===== src/hdl/fcs_defs.svh =====
// Constants for the fault counter and safe/latch supervisor.
`ifndef FCS_DEFS_SVH
`define FCS_DEFS_SVH

// Internal clock rate in hertz.
`define FCS_CLK_HZ 25000000
// Short refresh window, in milliseconds.
`define FCS_WIN_SHORT_MS 100
// Long refresh window, in seconds.
`define FCS_WIN_LONG_S 30
// Short window in clock cycles; dividing first keeps the product inside 32 bits.
`define FCS_WIN_SHORT_CYC ((`FCS_CLK_HZ / 1000) * `FCS_WIN_SHORT_MS)
// Long window in clock cycles.
`define FCS_WIN_LONG_CYC (`FCS_WIN_LONG_S * `FCS_CLK_HZ)
// Width of the refresh timer counter.
`define FCS_TIMER_W 30
// Width of the persistent fault count.
`define FCS_COUNT_W 3
// Fault count that forces the latch state.
`define FCS_COUNT_LIMIT 3'h4
// Fault count after reset or clearing.
`define FCS_COUNT_RESET 3'h0

`endif


===== src/hdl/fcs_pkg.sv =====
// Types shared by the fault supervisor files.
package fcs_pkg;

	// Operating states of the supervisor.
	typedef enum logic [2:0] {
		FCS_OFF,
		FCS_ACTIVE,
		FCS_LOW_POWER,
		FCS_SAFE,
		FCS_LATCH
	} fcs_state_e;

	// Reason the supervisor sits in SAFE.
	typedef enum logic [1:0] {
		FCS_CAUSE_NONE,
		FCS_CAUSE_SUPPLY,
		FCS_CAUSE_OVERTEMP,
		FCS_CAUSE_PUMP
	} fcs_cause_e;

	// Fault levels from the analog monitors.
	typedef struct packed {
		logic overtemp_shutdown;
		logic pump_undervoltage;
		logic supply_undervoltage;
		logic supply_overvoltage;
	} fcs_faults_s;

	// Supervisor status seen by the rest of the chip.
	typedef struct packed {
		fcs_state_e state;
		logic [2:0] persistent_fault_count;
		logic window_long;
		logic refresh_running;
	} fcs_status_s;

endpackage


===== src/hdl/fcs_supervisor.sv =====
// Fault counter, SAFE and LATCH state supervisor of the power supply.
`timescale 1ns/1ps
`include "fcs_defs.svh"

// What this block does
// - Supply undervoltage first: SAFE, count kept, no timer.
// - First over-temperature: SAFE, count plus one, 30 s.
// - First pump undervoltage: SAFE, count plus one, 100 ms.
// - Repeat counted fault: count up, LATCH at four.
// - Over-temperature history forces 30 s window on faults from ACTIVE.
// - Repeat fault restarts refresh timer from zero.
// - Supply undervoltage after fault keeps count, window.
// - Over-temperature in supply SAFE counts, 30 s.
// - Pump fault in supply SAFE counts, 100 ms.
// - Other counted fault in SAFE: 30 s, no count.
// - Supply undervoltage in counted SAFE changes nothing.
// - Standby request enters and leaves low power.
// - Wake low always means OFF.
// - Quiet refresh window clears the fault count.
// - SAFE returns to ACTIVE only when faults disappear.
// - LATCH holds until OFF, outputs disabled.
// - OFF to ACTIVE on good supply and wake.
module fcs_supervisor
	import fcs_pkg::*;
#(
	parameter int unsigned SHORT_CYCLES = `FCS_WIN_SHORT_CYC,
	parameter int unsigned LONG_CYCLES = `FCS_WIN_LONG_CYC
) (
	// Clock and reset.
	input wire logic clk_i,
	input wire logic rstn_i,
	// Analog monitor levels.
	input wire fcs_faults_s faults_i,
	input wire logic battery_supply_ok_i,
	// External pins.
	input wire logic wake_i,
	input wire logic low_power_request_i,
	// Control of the regulators and monitors.
	output logic regulators_en_o,
	output logic bypass_mode_o,
	output logic monitor_en_o,
	output logic powerup_start_o,
	output logic watchdog_fault_out_o,
	// Status.
	output fcs_status_s status_o
);

	////////////////////////////////////////////////////////////////////////////////
	// Declarations

	// Registered fault levels and their previous values.
	fcs_faults_s faults_q;
	fcs_faults_s faults_prev_q;
	// State, its next value and the SAFE cause.
	fcs_state_e state_q;
	fcs_state_e state_d;
	fcs_cause_e cause_q;
	fcs_cause_e cause_d;
	// Persistent fault count.
	logic [`FCS_COUNT_W-1:0] persistent_fault_count_q;
	logic [`FCS_COUNT_W-1:0] persistent_fault_count_d;
	// Counted faults seen since the count was last cleared.
	logic seen_ot_q;
	logic seen_ot_d;
	logic seen_cp_q;
	logic seen_cp_d;
	// Selected refresh window, high for the long one.
	logic window_long_q;
	logic window_long_d;
	// Timer armed to start on return to ACTIVE.
	logic arm_q;
	logic arm_d;
	// Count hit the limit while ACTIVE; LATCH follows one cycle later.
	logic latch_pend_q;
	logic latch_pend_d;
	// Decoded fault conditions.
	// Supply faults count in any_fault, so SAFE is held until they clear as well.
	logic any_fault;
	logic ot_rise;
	logic cp_rise;
	// Refresh timer handshake.
	logic timer_restart;
	logic timer_expired;
	logic timer_running;

	////////////////////////////////////////////////////////////////////////////////
	// Helpers

	// Adds one to the fault count without passing the limit.
	// Saturation keeps the count from wrapping back to a harmless value.
	function automatic logic [`FCS_COUNT_W-1:0] sat_inc(input logic [`FCS_COUNT_W-1:0] cnt);
		if (cnt >= `FCS_COUNT_LIMIT) begin
			return `FCS_COUNT_LIMIT;
		end
		return cnt + `FCS_COUNT_W'(1);
	endfunction

	////////////////////////////////////////////////////////////////////////////////
	// Input sampling

	// Fault monitor levels are flopped so one snapshot drives every fault decision; supply, wake and standby are used unflopped.
	// The previous copy resets low, the idle level of every monitor, so that
	// releasing reset never looks like a fresh fault edge.
	always_ff @(posedge clk_i or negedge rstn_i) begin
		if (!rstn_i) begin
			faults_q <= '0;
			faults_prev_q <= '0;
		end else begin
			faults_q <= faults_i;
			faults_prev_q <= faults_q;
		end
	end

	// Any failure that keeps the device in SAFE.
	assign any_fault = |faults_q;
	// New counted faults while already in SAFE are edges, not levels.
	assign ot_rise = faults_q.overtemp_shutdown && !faults_prev_q.overtemp_shutdown;
	assign cp_rise = faults_q.pump_undervoltage && !faults_prev_q.pump_undervoltage;

	////////////////////////////////////////////////////////////////////////////////
	// Next state and fault bookkeeping

	// One process decides the state and the counter together, since each
	// transition defines both; splitting them would duplicate the decode.
	always_comb begin
		state_d = state_q;
		cause_d = cause_q;
		persistent_fault_count_d = persistent_fault_count_q;
		seen_ot_d = seen_ot_q;
		seen_cp_d = seen_cp_q;
		window_long_d = window_long_q;
		arm_d = arm_q;
		latch_pend_d = 1'b0;
		timer_restart = 1'b0;
		if (!wake_i) begin
			// Wake low overrides everything, including LATCH.
			state_d = FCS_OFF;
			cause_d = FCS_CAUSE_NONE;
			persistent_fault_count_d = `FCS_COUNT_RESET;
			seen_ot_d = 1'b0;
			seen_cp_d = 1'b0;
			window_long_d = 1'b1;
			arm_d = 1'b0;
		end else begin
			unique case (state_q)
				FCS_OFF: begin
					// Faults are not acted on until the supply is good and wake is high.
					if (battery_supply_ok_i) begin
						state_d = FCS_ACTIVE;
					end
				end
				FCS_ACTIVE: begin
					if (faults_q.overtemp_shutdown || faults_q.pump_undervoltage) begin
						// Over-temperature wins when both arrive together.
						state_d = FCS_SAFE;
						persistent_fault_count_d = sat_inc(persistent_fault_count_q);
						seen_ot_d = seen_ot_q || faults_q.overtemp_shutdown;
						seen_cp_d = seen_cp_q || faults_q.pump_undervoltage;
						window_long_d = seen_ot_q || faults_q.overtemp_shutdown;
						arm_d = 1'b1;
						cause_d = faults_q.overtemp_shutdown ? FCS_CAUSE_OVERTEMP : FCS_CAUSE_PUMP;
						latch_pend_d = sat_inc(persistent_fault_count_q) == `FCS_COUNT_LIMIT;
					end else if (faults_q.supply_undervoltage || faults_q.supply_overvoltage) begin
						// Count and window stay; timer only if a counted fault is pending.
						state_d = FCS_SAFE;
						cause_d = FCS_CAUSE_SUPPLY;
						arm_d = seen_ot_q || seen_cp_q;
					end else if (low_power_request_i) begin
						state_d = FCS_LOW_POWER;
					end
				end
				FCS_LOW_POWER: begin
					// Monitoring is off here, so faults are not acted on.
					if (!low_power_request_i) begin
						state_d = FCS_ACTIVE;
					end
				end
				FCS_SAFE: begin
					if (latch_pend_q) begin
						state_d = FCS_LATCH;
					end else if (cause_q == FCS_CAUSE_SUPPLY && (ot_rise || cp_rise)) begin
						persistent_fault_count_d = sat_inc(persistent_fault_count_q);
						seen_ot_d = seen_ot_q || ot_rise;
						seen_cp_d = seen_cp_q || cp_rise;
						window_long_d = ot_rise;
						arm_d = 1'b1;
						cause_d = ot_rise ? FCS_CAUSE_OVERTEMP : FCS_CAUSE_PUMP;
						if (sat_inc(persistent_fault_count_q) == `FCS_COUNT_LIMIT) begin
							state_d = FCS_LATCH;
						end
					end else if ((cause_q == FCS_CAUSE_OVERTEMP && cp_rise)
						|| (cause_q == FCS_CAUSE_PUMP && ot_rise)) begin
						// Same SAFE episode, so no second increment.
						window_long_d = 1'b1;
						seen_ot_d = 1'b1;
						seen_cp_d = 1'b1;
					end else if (!any_fault) begin
						// Supply faults in a counted SAFE fall through here unchanged.
						state_d = FCS_ACTIVE;
						cause_d = FCS_CAUSE_NONE;
						timer_restart = arm_q;
						arm_d = 1'b0;
					end
				end
				FCS_LATCH: begin
					// Only wake low, handled above, leaves this state.
					state_d = FCS_LATCH;
				end
			endcase
		end
		// A quiet window in ACTIVE forgets all earlier counted faults.
		// A fault in the same cycle as expiry wins, since state_d then leaves ACTIVE.
		if (wake_i && state_q == FCS_ACTIVE && state_d == FCS_ACTIVE && timer_expired) begin
			persistent_fault_count_d = `FCS_COUNT_RESET;
			seen_ot_d = 1'b0;
			seen_cp_d = 1'b0;
			window_long_d = 1'b1;
		end
	end

	////////////////////////////////////////////////////////////////////////////////
	// State registers

	// State, cause and pending latch.
	// The pending latch flag lives for one cycle only and is rebuilt every cycle.
	always_ff @(posedge clk_i or negedge rstn_i) begin
		if (!rstn_i) begin
			state_q <= FCS_OFF;
			cause_q <= FCS_CAUSE_NONE;
			latch_pend_q <= 1'b0;
		end else begin
			state_q <= state_d;
			cause_q <= cause_d;
			latch_pend_q <= latch_pend_d;
		end
	end

	// Fault count, history and window selection.
	always_ff @(posedge clk_i or negedge rstn_i) begin
		if (!rstn_i) begin
			persistent_fault_count_q <= `FCS_COUNT_RESET;
			seen_ot_q <= 1'b0;
			seen_cp_q <= 1'b0;
			window_long_q <= 1'b1;
			arm_q <= 1'b0;
		end else begin
			persistent_fault_count_q <= persistent_fault_count_d;
			seen_ot_q <= seen_ot_d;
			seen_cp_q <= seen_cp_d;
			window_long_q <= window_long_d;
			arm_q <= arm_d;
		end
	end

	////////////////////////////////////////////////////////////////////////////////
	// Refresh timer

	// Runs only in ACTIVE; leaving ACTIVE abandons the current window.
	// The timer is restarted on an armed SAFE exit, so it never carries ticks over
	// from an earlier window.
	fcs_refresh_timer #(
		.SHORT_CYCLES(SHORT_CYCLES),
		.LONG_CYCLES(LONG_CYCLES)
	) u_timer (
		.clk_i(clk_i),
		.rstn_i(rstn_i),
		.restart_i(timer_restart),
		.run_i(state_q == FCS_ACTIVE && wake_i),
		.long_i(window_long_q),
		.expired_o(timer_expired),
		.running_o(timer_running)
	);

	////////////////////////////////////////////////////////////////////////////////
	// Outputs

	// Outputs follow the next state so they line up with state_q.
	// Registering them adds no latency and keeps decode glitches off the pins.
	always_ff @(posedge clk_i or negedge rstn_i) begin
		if (!rstn_i) begin
			regulators_en_o <= 1'b0;
			bypass_mode_o <= 1'b0;
			monitor_en_o <= 1'b0;
			powerup_start_o <= 1'b0;
			watchdog_fault_out_o <= 1'b1;
		end else begin
			regulators_en_o <= state_d == FCS_ACTIVE || state_d == FCS_LOW_POWER;
			bypass_mode_o <= state_d == FCS_LOW_POWER;
			monitor_en_o <= state_d == FCS_ACTIVE || state_d == FCS_SAFE;
			powerup_start_o <= state_d == FCS_ACTIVE && (state_q == FCS_OFF || state_q == FCS_SAFE);
			watchdog_fault_out_o <= state_d != FCS_LATCH;
		end
	end

	// Status mirrors the registered bookkeeping.
	// The refresh flag shows the timer itself, not the armed request.
	assign status_o.state = state_q;
	assign status_o.persistent_fault_count = persistent_fault_count_q;
	assign status_o.window_long = window_long_q;
	assign status_o.refresh_running = timer_running;

endmodule


===== src/hdl/fcs_refresh_timer.sv =====
// Refresh timer that measures the fault refresh window.
`timescale 1ns/1ps
`include "fcs_defs.svh"

module fcs_refresh_timer #(
	parameter int unsigned SHORT_CYCLES = `FCS_WIN_SHORT_CYC,
	parameter int unsigned LONG_CYCLES = `FCS_WIN_LONG_CYC
) (
	// Clock and reset.
	input wire logic clk_i,
	input wire logic rstn_i,
	// Control.
	input wire logic restart_i,
	input wire logic run_i,
	input wire logic long_i,
	// Result.
	output logic expired_o,
	output logic running_o
);

	// Cycles counted since the last restart.
	logic [`FCS_TIMER_W-1:0] ticks_q;
	// High while the timer is counting.
	logic run_q;
	// Last tick of the selected window.
	logic [`FCS_TIMER_W-1:0] last_tick;

	// The window can change while counting; the new length applies at once.
	assign last_tick = long_i ? `FCS_TIMER_W'(LONG_CYCLES - 1) : `FCS_TIMER_W'(SHORT_CYCLES - 1);

	// Counts clock ticks while enabled; a restart always begins from zero.
	always_ff @(posedge clk_i or negedge rstn_i) begin
		if (!rstn_i) begin
			ticks_q <= '0;
			run_q <= 1'b0;
		end else if (restart_i) begin
			ticks_q <= '0;
			run_q <= 1'b1;
		end else if (!run_i || (run_q && ticks_q == last_tick)) begin
			// Stopping on expiry gives a single expiry pulse per window.
			ticks_q <= '0;
			run_q <= 1'b0;
		end else if (run_q) begin
			ticks_q <= ticks_q + `FCS_TIMER_W'(1);
		end
	end

	// Expiry is a one-cycle pulse on the last tick of the window.
	assign expired_o = run_q && run_i && !restart_i && ticks_q == last_tick;
	assign running_o = run_q;

endmodule


===== config.mk =====
export PLATFORM = sky130hd
export DESIGN_NAME = fcs_supervisor
export DESIGN_NICKNAME = d
export VERILOG_FILES = /design/src/hdl/fcs_pkg.sv /design/src/hdl/fcs_supervisor.sv /design/src/hdl/fcs_refresh_timer.sv
export VERILOG_INCLUDE_DIRS = /design/src /design/src/hdl
export SDC_FILE = /design/constraint.sdc
export NUM_CORES = 1
export LEC_CHECK = 0
export BUFFER_PORTS_ARGS = -buffer_cell sky130_fd_sc_hd__buf_2
export CORE_ASPECT_RATIO = 0.5
export CORE_MARGIN = 10
export CORE_UTILIZATION = 60
export CTS_CLUSTER_DIAMETER = 200
export DETAILED_ROUTE_END_ITERATION = 12
export GPL_ROUTABILITY_DRIVEN = 0
export PLACE_DENSITY = 0.85
export SYNTH_ARGS = -nofsm -noshare
export SYNTH_HDL_FRONTEND = slang
export SYNTH_SLANG_ARGS = --single-unit
export TNS_END_PERCENT = 30

===== constraint.sdc =====
create_clock -name clk_i -period 3.9 [get_ports clk_i]
set_clock_uncertainty 0.1 [all_clocks]
set_input_delay 0.78 -clock clk_i [delete_from_list [all_inputs] [get_ports clk_i]]
set_output_delay 0.78 -clock clk_i [all_outputs]
set_load 0.01 [all_outputs]

==> results of run 1 <==
-- registers in the layout, indices dropped and copies added (netlist names) --
name,count
monitor_en_o,1
regulators_en_o,1
latch_pend_q,1
state_q,3
powerup_start_o,1
faults_q,4
seen_cp_q,1
arm_q,1
cause_q,2
u_timer.running_o,1
u_timer.ticks_q,30
seen_ot_q,1
window_long_q,1
faults_prev_q,2
persistent_fault_count_q,3
bypass_mode_o,1
watchdog_fault_out_o,1
-- layer usage --
| metal | share of wire [%] | vias up |
|---|---|---|
| li1 | - | 1159 |
| met1 | 43 | 1175 |
| met2 | 49 | 118 |
| met3 | 6.4 | 14 |
| met4 | 1.6 | 0 |
| met5 | 0 | - |
-- layout by cell type (no fill, tap or decap), types with 2 or more instances in the layout --
cell type | synthesis | final
dfrtp_1 | 53 | 53
o21ai_0 | 4 | 4
nand2b_1 | 2 | 2
o22ai_1 | 2 | 2
buf_4 | 2 | 2
clkbuf_8 | 0 | 5
nand3b_1 | 2 | 2
or2_2 | 2 | 2
a22o_1 | 2 | 2
or3_1 | 3 | 3
nand2_1 | 21 | 21
xor2_1 | 22 | 22
nand3_1 | 16 | 16
a31oi_1 | 7 | 7
or4b_1 | 4 | 4
and3b_1 | 3 | 3
o2111a_1 | 2 | 2
nor2_2 | 10 | 10
nor3_1 | 10 | 10
and4_1 | 3 | 3
buf_2 | 7 | 21
dfstp_2 | 2 | 2
nor4_1 | 7 | 7
nand4_1 | 20 | 20
and3_1 | 7 | 7
ha_1 | 3 | 3
xnor2_1 | 7 | 7
nor3b_1 | 2 | 2
inv_1 | 15 | 15
nor2_1 | 30 | 30
mux2i_1 | 3 | 3
nor2b_1 | 6 | 6
a21oi_1 | 12 | 12
-- area by class of cell --
| type | instances | area (µm²) | area share [%] |
|---|---|---|---|
| multi-input combinational | 232 | 1478 | 45.74 |
| sequential | 55 | 1379 | 42.68 |
| timing repair buffer | 23 | 120.1 | 3.718 |
| tap | 70 | 87.58 | 2.711 |
| clock buffer | 5 | 68.82 | 2.130 |
| inverter | 16 | 60.06 | 1.859 |
| clock inverter | 2 | 37.54 | 1.162 |
-- power groups by stage --
stage	clock [mW]	sequential (mW)	combinational [mW]
2_1_floorplan	0	0.721	0.371
3_3_place_gp	0	0.730	0.459
3_5_place_dp	0	0.740	0.473
4_1_cts	0.375	0.727	0.474
5_1_grt	0.402	0.743	0.532
6_report	0.368	0.732	0.481
-- critical path, cell delays in order, from the launching register on --
cell	delay [ps]
dfrtp_1	470
nor2b_1	190
o21ai_0	1010
nand3_1	300
a31oi_1	270
nor3_1	70
-- logic make-up after synthesis --
family,count (synthesis)
adders and majority gates,3
and+or+nand+nor,153
muxes,4
xor gates and xnor gates,29
AOI/OAI and AO/OA,43
DFF,55
buffers and inverters,32
-- path summary, 6_finish.rpt --
check | slack (ps) | depth (start not counted) | from | end
worst max-delay path | 1380 | 5 | faults_q[3] | seen_ot_q
worst min-delay path | 430 | 0 | faults_q[2] | faults_prev_q[2]
worst max register to register | 1380 | 5 | faults_q[3] | seen_ot_q
worst min register to register | 430 | 0 | faults_q[2] | faults_prev_q[2]
max in group asynchronous | 2410 | 2 | rstn_i | watchdog_fault_out_o
min in group asynchronous | 480 | 1 | rstn_i | u_timer.ticks_q[27]
-- per-stage QoR --
step | total power [mW] | hold slack [ps] | setup WS, ps | util, %
after global placement | 1.189 | 412.1 | 1577 | 63.93
after CTS | 1.576 | 432.5 | 1464 | 66.10
after detailed placement | 1.212 | 412.1 | 1484 | 63.93
final | 1.581 | 428.9 | 1384 | 66.10
after global routing | 1.677 | 451.0 | 1242 | 66.10
after floorplan | 1.091 | 353.9 | 1723 | -
==> flow_summary_export.csv, run 1 <==
group,metric,value,unit
synth,synthMuxAreaShare,1.369,%
finish,design_area,0.003231,mm²
route,drt_iter0_markers,193,
synth,synth.top_cells.by_count,"dfrtp_1 (53), nor2_1 (30), xor2_1 (22)",
route,num_vias,2466,
pwr,cellLeakagePower,1.379,nW
pwr,power_switching,560.2,µW
setup_path,start_kind,"register",
global_routing,grt-ovfl-total,0,
global_routing,antenna_found_initial,0,
synth,synthAdderAreaFrac,1.245,%
global_routing,grt_use_total,15.63,%
pwr,power_frac_clock,23.3,%
synth,yosys_warnings,0,
pwr,vdd_drop_max,0.3905,mV
global_routing,grt_pass1_vias,2322,
setup_path,end_kind,"register",
clock_network,postCtsHoldBufs,0,
global_routing,gr-usage-met1,19.19,%
synth,synth-simple-area-share,28.09,%
timing,hold_violations,0,
finish,nets,345,
floorplanning,initial_core_util,61.70,%
synth,synth_top_family_by_area,"simple AND/OR/NAND/NOR gates",
pwr,intPower,1.021,mW
global_routing,top_usage_layer,"met2",
timing,maxSlewViolCount,0,
clock_network,insertion_delay,310,ps
pwr,swShare,35.44,%
status,status,"complete, no violations",
min_path,hold_path_class,"register to register",
floorplanning,dieWidth,120.3,µm
synth,synth.avg_cell_area,9.453,µm²
clock_network,clkTransAtPathRegs,100,ps
global_routing,grt_max_degree,40,
pwr,p_comb_share,30.4,%
floorplanning,dieHeight,70.13,µm
setup_path,worstSetupPathType,"register to register",
global_routing,grt_util_met2,26.21,%
placed_design,dpl_cell_area,0.003124,mm²
placed_design,place_inst,396,
route,antenna_left,0,
synth,synth-compound-area-share,9.876,%
clock_network,tritoncts,"done",
pwr,powerDensity,489.3,mW/mm²
route,viasPerCell,6.119,
timing,setup_viol,0,
clock_network,cts-root-buf,"clkbuf_8",
timing,fmax,397.5,MHz
synth,synthArstFlopShare,100.0,%
route,routedWlPerCell,16.52,µm
global_routing,gr-usage-met3,3.769,%
finish,fillers,376,
timing,finalSetupTns,0,ps
finish,stdcell_count,403,
synth,synth_cells,319,
clock_network,cts_buffers,5,
placed_design,port_buffers,21,
clock_network,htreeDepth,2,
route,drt_wl_total,6659,µm
timing,fin_crit,2516,ps
synth,synth.most_common_cell,"dfrtp_1",
floorplanning,fp.coreArea,0.004887,mm²
clock_network,cts.sinks,55,
synth,synth_xor_area_share,8.423,%
setup_path,cp_max_fo,12,
timing,worst_pin_slew,1302,ps
synth,syn-num-nets,331,
timing,rsz0062_at_grt,"false",
floorplanning,num_rows,18,
timing,period_share,64.51,%
placed_design,dp.final_hpwl,4648,µm
setup_path,worstPathArrival,2620,ps
finish,n_antenna_cell,0,
pwr,seqPwrFrac,46.3,%
timing,slew-limit-headroom,12.31,%
clock_network,clock_path_buffers,2,
synth,seq_area_frac_synth,45.73,%
setup_path,crit_required,4000,ps
synth,yosysTopAreaCell,"dfrtp_1",
clock_network,cts_setup_buffers,0,
floorplanning,design.die.area,0.008433,mm²
synth,ys_types,55,
run,drv_cap,0,
route,firstDrtPassIters,5,
synth,yosysTopAreaCellShare,43.98,%
finish,drive_above_1_share,14.71,%
floorplanning,io_pins,22,
synth,synth_edf_count,0,
synth,synth_area,0.003015,mm²
clock_network,ctsResizeCount,0,
route,drc,0,
synth,ys_seq_elements,55,
global_routing,grt_pass1_wl,11080,µm
synth,ys.flop_type,"dfrtp_1",
finish,syn_to_final_growth,7.137,%
synth,ys_top_cells_by_area,"dfrtp_1 (44%), xor2_1 (6.4%), nand4_1 (4.1%)",
Power figures use the tool's default switching activity.
==> run 2, diff against run 1 <==
--- a/config.mk
+++ b/config.mk
@@ -6,14 +6,15 @@
 export SDC_FILE = /design/constraint.sdc
 export NUM_CORES = 1
 export LEC_CHECK = 0
+export ABC_AREA = 1
 export BUFFER_PORTS_ARGS = -buffer_cell sky130_fd_sc_hd__buf_2
 export CORE_ASPECT_RATIO = 0.5
 export CORE_MARGIN = 10
-export CORE_UTILIZATION = 60
+export CORE_UTILIZATION = 55
 export CTS_CLUSTER_DIAMETER = 200
 export DETAILED_ROUTE_END_ITERATION = 12
 export GPL_ROUTABILITY_DRIVEN = 0
-export PLACE_DENSITY = 0.85
+export PLACE_DENSITY = 0.82
 export SYNTH_ARGS = -nofsm -noshare
 export SYNTH_HDL_FRONTEND = slang
 export SYNTH_SLANG_ARGS = --single-unit
==> constraint.sdc (replaced) <==
create_clock -name clk_i -period 2.3 [get_ports clk_i]
set_clock_uncertainty 0.1 [all_clocks]
set_input_delay 0.46 -clock clk_i [delete_from_list [all_inputs] [get_ports clk_i]]
set_output_delay 0.46 -clock clk_i [all_outputs]
set_load 0.01 [all_outputs]
==> flow_summary_export.csv, run 2 <==
group,metric,value,unit
status,status,"complete, no violations",
timing,rsz0062_at_grt,"false",
global_routing,grt_pass1_wl,12320,µm
finish,design_area,0.003612,mm²
route,viasPerCell,5.245,
synth,synth.top_cells.by_count,"nand2_1 (114), inv_1 (61), nor2_1 (58)",
synth,synth_edf_count,0,
clock_network,ctsResizeCount,0,
setup_path,start_kind,"register",
synth,synthAdderAreaFrac,1.155,%
synth,synth_area,0.003249,mm²
setup_path,worstSetupPathType,"register to register",
min_path,hold_path_class,"primary input to async pin",
synth,seq_area_frac_synth,42.43,%
synth,yosys_warnings,0,
timing,period_share,87.36,%
synth,synthArstFlopShare,100.0,%
finish,n_antenna_cell,0,
timing,fmax,497.7,MHz
route,antenna_left,0,
route,firstDrtPassIters,5,
synth,ys_types,34,
global_routing,grt-ovfl-total,0,
synth,ys_top_cells_by_area,"dfrtp_1 (41%), nand2_1 (13%), inv_1 (7.0%)",
finish,final_common_cell,"nand2_1",
clock_network,clock_path_buffers,2,
pwr,powerDensity,832.2,mW/mm²
clock_network,tritoncts,"done",
floorplanning,dieHeight,74.35,µm
route,drc,0,
synth,synth.avg_cell_area,7.436,µm²
floorplanning,design.die.area,0.009569,mm²
clock_network,htreeDepth,2,
synth,synthMuxAreaShare,0,%
finish,nets,476,
synth,synth-simple-area-share,37.31,%
timing,worst_pin_slew,608.4,ps
synth,synth_xor_area_share,4.582,%
setup_path,timing.rr.start,"state_q[2]",
setup_path,cp_common_cell,"nand2_1",
run,drv_cap,0,
synth,ys.flop_type,"dfrtp_1",
setup_path,crit_path_max_incr_delay,430,ps
global_routing,grt_max_degree,31,
placed_design,dp.final_hpwl,5427,µm
clock_network,cts.sinks,55,
finish,regMostFlops,"u_timer.ticks_q",
floorplanning,num_rows,19,
setup_path,crit_chain,"inv_2 > nand2_1 > nor2_4 > inv_2 > nor2_2 > nand2_1 > nand2_1 > nand2_2 > a21oi_2 > nand3_2 > nand2_1 > inv_1",
route,routedWlPerCell,12.92,µm
clock_network,insertion_delay,290,ps
setup_path,cp_max_fo,9,
synth,syn-num-nets,449,
timing,setup_viol,0,
floorplanning,fp.coreArea,0.005610,mm²
global_routing,antenna_found_initial,0,
placed_design,place_inst,530,
placed_design,dpl_cell_area,0.003461,mm²
finish,largest_register_ffs,30,
setup_path,end_kind,"register",
timing,hold_violations,0,
synth,synth-compound-area-share,5.814,%
placed_design,port_buffers,21,
setup_path,r2r_slack,290,ps
timing,whs,74.47,ps
floorplanning,dieWidth,128.7,µm
route,drt_wl_total,6950,µm
timing,fin_crit,2009,ps
synth,synth_top_family_by_area,"simple AND/OR/NAND/NOR gates",
global_routing,grt_pass1_vias,2696,
route,drt_iter0_markers,197,
finish,reg_top3,"u_timer.ticks_q (30), faults_q (4)",
synth,yosysTopAreaCellShare,40.82,%
pwr,vdd_drop_max,0.5999,mV
finish,drive_above_1_share,14.84,%
synth,ys_seq_elements,55,
finish,syn_to_final_growth,11.17,%
pwr,cellLeakagePower,1.725,nW
clock_network,cts_setup_buffers,0,
finish,layout_common_cells,"nand2_1 (114), inv_1 (61), nor2_1 (58)",
floorplanning,io_pins,22,
synth,yosysTopAreaCell,"dfrtp_1",
route,num_vias,2822,
setup_path,rr_worst_depth,12,
timing,finalSetupTns,0,ps
global_routing,grt_use_total,15.59,%
synth,synth.most_common_cell,"nand2_1",
clock_network,cts_buffers,5,
setup_path,critical-path-slowest-cell,"dfrtp_1",
finish,stdcell_count,538,
timing,slew-limit-headroom,59.44,%
setup_path,r2r_end,"seen_cp_q",
clock_network,clkTransAtPathRegs,70,ps
setup_path,crit_required,2390,ps
timing,maxSlewViolCount,0,
setup_path,worstPathArrival,2090,ps
floorplanning,initial_core_util,57.92,%
clock_network,cts-root-buf,"clkbuf_16",
clock_network,postCtsHoldBufs,0,
synth,synth_cells,437,
-- run 2: logic make-up after synthesis --
kind of cell | after synthesis
and+or+nand+nor | 258
DFF | 55
buffers and inverters | 72
AOI/OAI and AO/OA | 32
xor gates and xnor gates | 17
adders and majority gates | 3
-- run 2: layout make-up --
class / instances / area, µm²
Clock buffer: 7 / 142.6
Clock inverter: 1 / 8.758
Fill cell: 478 / 1998
Inverter: 66 / 247.7
Multi-Input combinational cell: 310 / 1588
Sequential cell: 55 / 1379
Tap cell: 73 / 91.34
Timing Repair Buffer: 26 / 155.1
-- run 2: worst max path at each step --
| stage | from | endpoint | slack [ps] | cells after the start |
|---|---|---|---|---|
| 2_1_floorplan | persistent_fault_count_q[0] | persistent_fault_count_q[0] | 550 | 13 |
| 3_3_place_gp | state_q[2] | persistent_fault_count_q[1] | 350 | 12 |
| 3_5_place_dp | state_q[2] | seen_cp_q | 320 | 12 |
| 4_1_cts | state_q[2] | seen_cp_q | 290 | 12 |
| 5_1_grt | state_q[2] | seen_cp_q | 90 | 12 |
| 6_report | state_q[2] | seen_cp_q | 290 | 12 |
-- run 2: where the power goes --
part	switching [mW]	internal, mW
Sequential	0.102	1.11
Clock	0.332	0.436
Combinational	0.679	0.342
-- run 2: routing by layer --
layer	wire length (µm)	global-route usage, %	vias to the layer above
met5	0	0	-
met4	89	4.506	0
met3	477	3.617	11
met2	3215	26.02	83
met1	3167	20.08	1302
li1	-	-	1426
-- run 2: stage by stage --
stage | setup WS, ps | power, mW | utilization, %
after floorplan | 546.5 | 1.946 | -
after global placement | 351.5 | 2.230 | 61.69
after detailed placement | 317.1 | 2.250 | 61.69
after CTS | 291.5 | 3.021 | 64.38
after global routing | 85.91 | 3.251 | 64.38
final | 290.8 | 3.006 | 64.38
-- run 2: worst max-delay path: cells and delay by family, from the launching register on --
kind / cells / cell delay (ps)
buffers and inverters: 3 / 280
DFF: 1 / 430
AOI/OAI and AO/OA: 1 / 170
and+or+nand+nor: 8 / 920
==> run 3, diff against run 2 <==
--- a/config.mk
+++ b/config.mk
@@ -8,13 +8,12 @@
 export LEC_CHECK = 0
 export ABC_AREA = 1
 export BUFFER_PORTS_ARGS = -buffer_cell sky130_fd_sc_hd__buf_2
-export CORE_ASPECT_RATIO = 0.5
 export CORE_MARGIN = 10
-export CORE_UTILIZATION = 55
+export CORE_UTILIZATION = 45
 export CTS_CLUSTER_DIAMETER = 200
 export DETAILED_ROUTE_END_ITERATION = 12
 export GPL_ROUTABILITY_DRIVEN = 0
-export PLACE_DENSITY = 0.82
+export PLACE_DENSITY = 0.71
 export SYNTH_ARGS = -nofsm -noshare
 export SYNTH_HDL_FRONTEND = slang
 export SYNTH_SLANG_ARGS = --single-unit
==> constraint.sdc (replaced) <==
create_clock -name clk_i -period 2.3 [get_ports clk_i]
set_clock_uncertainty 0.1 [all_clocks]
set_input_delay 0 -clock clk_i [delete_from_list [all_inputs] [get_ports clk_i]]
set_output_delay 0 -clock clk_i [all_outputs]
set_load 0.01 [all_outputs]
==> flow_summary_export.csv, run 3 (synthesis gave the netlist of run 2 again) <==
group,metric,value,unit
status,status,"complete, no violations",
placed_design,dp.final_hpwl,5534,µm
floorplanning,design.die.area,0.01102,mm²
timing,maxSlewViolCount,0,
setup_path,r2r_slack,270,ps
min_path,hp-start,"battery_supply_ok_i",
finish,nets,481,
finish,regMostFlops,"u_timer.ticks_q",
pwr,intPower,1.675,mW
clock_network,clock_path_buffers,2,
finish,seqCellArea,0.001379,mm²
clock_network,htreeDepth,2,
finish,largest_register_ffs,30,
clock_network,tritoncts,"done",
route,drt_iter0_markers,182,
finish,final_common_cell,"nand2_1",
floorplanning,io_pins,22,
placed_design,port_buffers,21,
floorplanning,fp.coreArea,0.006907,mm²
finish,multi_input_comb_area,0.001593,mm²
setup_path,timing.rr.start,"window_long_q",
timing,period_share,88.21,%
setup_path,worstPathArrival,2130,ps
min_path,holdPathStages,6,
global_routing,grt_use_total,13.17,%
route,drc,0,
timing,fmax,492.9,MHz
finish,syn_to_final_growth,11.90,%
finish,n_antenna_cell,0,
floorplanning,dieHeight,105.0,µm
pwr,powerDensity,769.8,mW/mm²
run,drv_cap,0,
pwr,total_power,2.799,mW
finish,design_area,0.003636,mm²
timing,finalSetupTns,0,ps
pwr,p_comb_share,36.6,%
setup_path,worstSetupPathType,"register to register",
global_routing,grt-ovfl-total,0,
route,viasPerCell,5.023,
pwr,seqPwrFrac,44.0,%
min_path,hold_path_class,"primary input to register",
route,routedWlPerCell,12.80,µm
floorplanning,num_rows,30,
pwr,cellLeakagePower,1.715,nW
clock_network,insertion_delay,310,ps
route,num_vias,2843,
setup_path,end_kind,"register",
route,drt_wl_total,7242,µm
floorplanning,initial_core_util,47.05,%
setup_path,start_kind,"register",
global_routing,grt_max_degree,56,
finish,drive_above_1_share,14.47,%
pwr,vdd_drop_max,0.6084,mV
setup_path,crit_required,2400,ps
finish,fillers,696,
global_routing,grt_pass1_wl,12500,µm
min_path,whs_endpoint,"watchdog_fault_out_o",
setup_path,rr_worst_depth,8,
timing,hold_violations,0,
timing,rsz0062_at_grt,"false",
setup_path,r2r_end,"u_timer.ticks_q[17]",
timing,slew-limit-headroom,71.51,%
global_routing,antenna_found_initial,0,
placed_design,place_worst_setup_slack,239.7,ps
clock_network,cts.sinks,55,
global_routing,grt_pass1_vias,2873,
timing,fin_crit,2029,ps
clock_network,clkTransAtPathRegs,100,ps
route,antenna_left,0,
timing,setup_ws,271.2,ps
route,firstDrtPassIters,5,
timing,setup_viol,0,
finish,layout_common_cells,"nand2_1 (114), inv_1 (61), nor2_1 (58)",
pwr,power_switching,1.124,mW
clock_network,cts_buffers,5,
pwr,power_frac_clock,19.4,%
floorplanning,dieWidth,105.0,µm
timing,worst_pin_slew,425.4,ps
clock_network,cts-root-buf,"clkbuf_8",
pwr,swShare,40.15,%
finish,reg_top3,"u_timer.ticks_q (30), faults_q (4)",
clock_network,cts_setup_buffers,0,
setup_path,cp_max_fo,14,
placed_design,dpl_cell_area,0.003482,mm²
-- run 3: through the flow --
step / util, % / hold slack [ps] / std cells
floorplan: - / -395.6 / 437
global placement: 50.42 / -79.70 / 552
detailed placement: 50.42 / -80.93 / 552
CTS: 52.57 / 46.89 / 566
global route: 52.64 / 116.8 / 566
finish: 52.64 / 54.71 / 566
-- run 3: final cells by class --
| cell class | count | share of cell area (%) |
|---|---|---|
| Clock buffer | 6 | 1.996 |
| Tap cell | 96 | 3.304 |
| Timing Repair Buffer | 31 | 5.712 |
| Clock inverter | 2 | 0.4473 |
| Multi-Input combinational cell | 310 | 43.81 |
| Inverter | 66 | 6.813 |
| Sequential cell | 55 | 37.92 |
-- run 3: layer usage --
layer	part of all wire [%]	vias up	wire length, µm	track usage [%]
met3	3.8	18	275	2.518
met5	0	-	0	0
li1	-	1429	-	-
met4	2.2	0	157	5.000
met1	44	1318	3196	15.17
met2	50	78	3613	23.49
-- run 3: power groups by stage --
stage               clock, mW  sequential [mW]  combinational, mW
floorplan                   0             1.26              0.691
global placement            0             1.24              0.984
detailed placement          0             1.25               1.01
CTS                     0.560             1.23               1.02
global route            0.593             1.25               1.18
finish                  0.542             1.23               1.03
-- run 3: worst max-delay path, stage by stage (launching register included) --
cell and delay (ps):
dfstp_2 640, inv_1 110, nor3_1 200, nand3b_1 90, nand2_1 100, nand3_1 180, nand2_4 200, buf_4 230
nor3b_2 70
-- run 3: what timing repair did --
item | 4_1_cts | 5_1_grt
endpoints found under the setup margin | 0 | 18
hold buffers | 6 | 0
endpoints found under the hold margin | 61 | 0
resized for setup | 0 | 1
-- run 3: how the worst max path moves through the flow --
stage | startpoint | endpoint | slack (ps) | cells after the start
global placement | window_long_q | u_timer.ticks_q[19] | 250 | 8
global route | u_timer.ticks_q[1] | u_timer.ticks_q[13] | 30 | 9
CTS | window_long_q | u_timer.ticks_q[17] | 220 | 8
detailed placement | window_long_q | u_timer.ticks_q[17] | 240 | 8
finish | window_long_q | u_timer.ticks_q[17] | 270 | 8
floorplan | persistent_fault_count_q[0] | persistent_fault_count_q[0] | 550 | 13
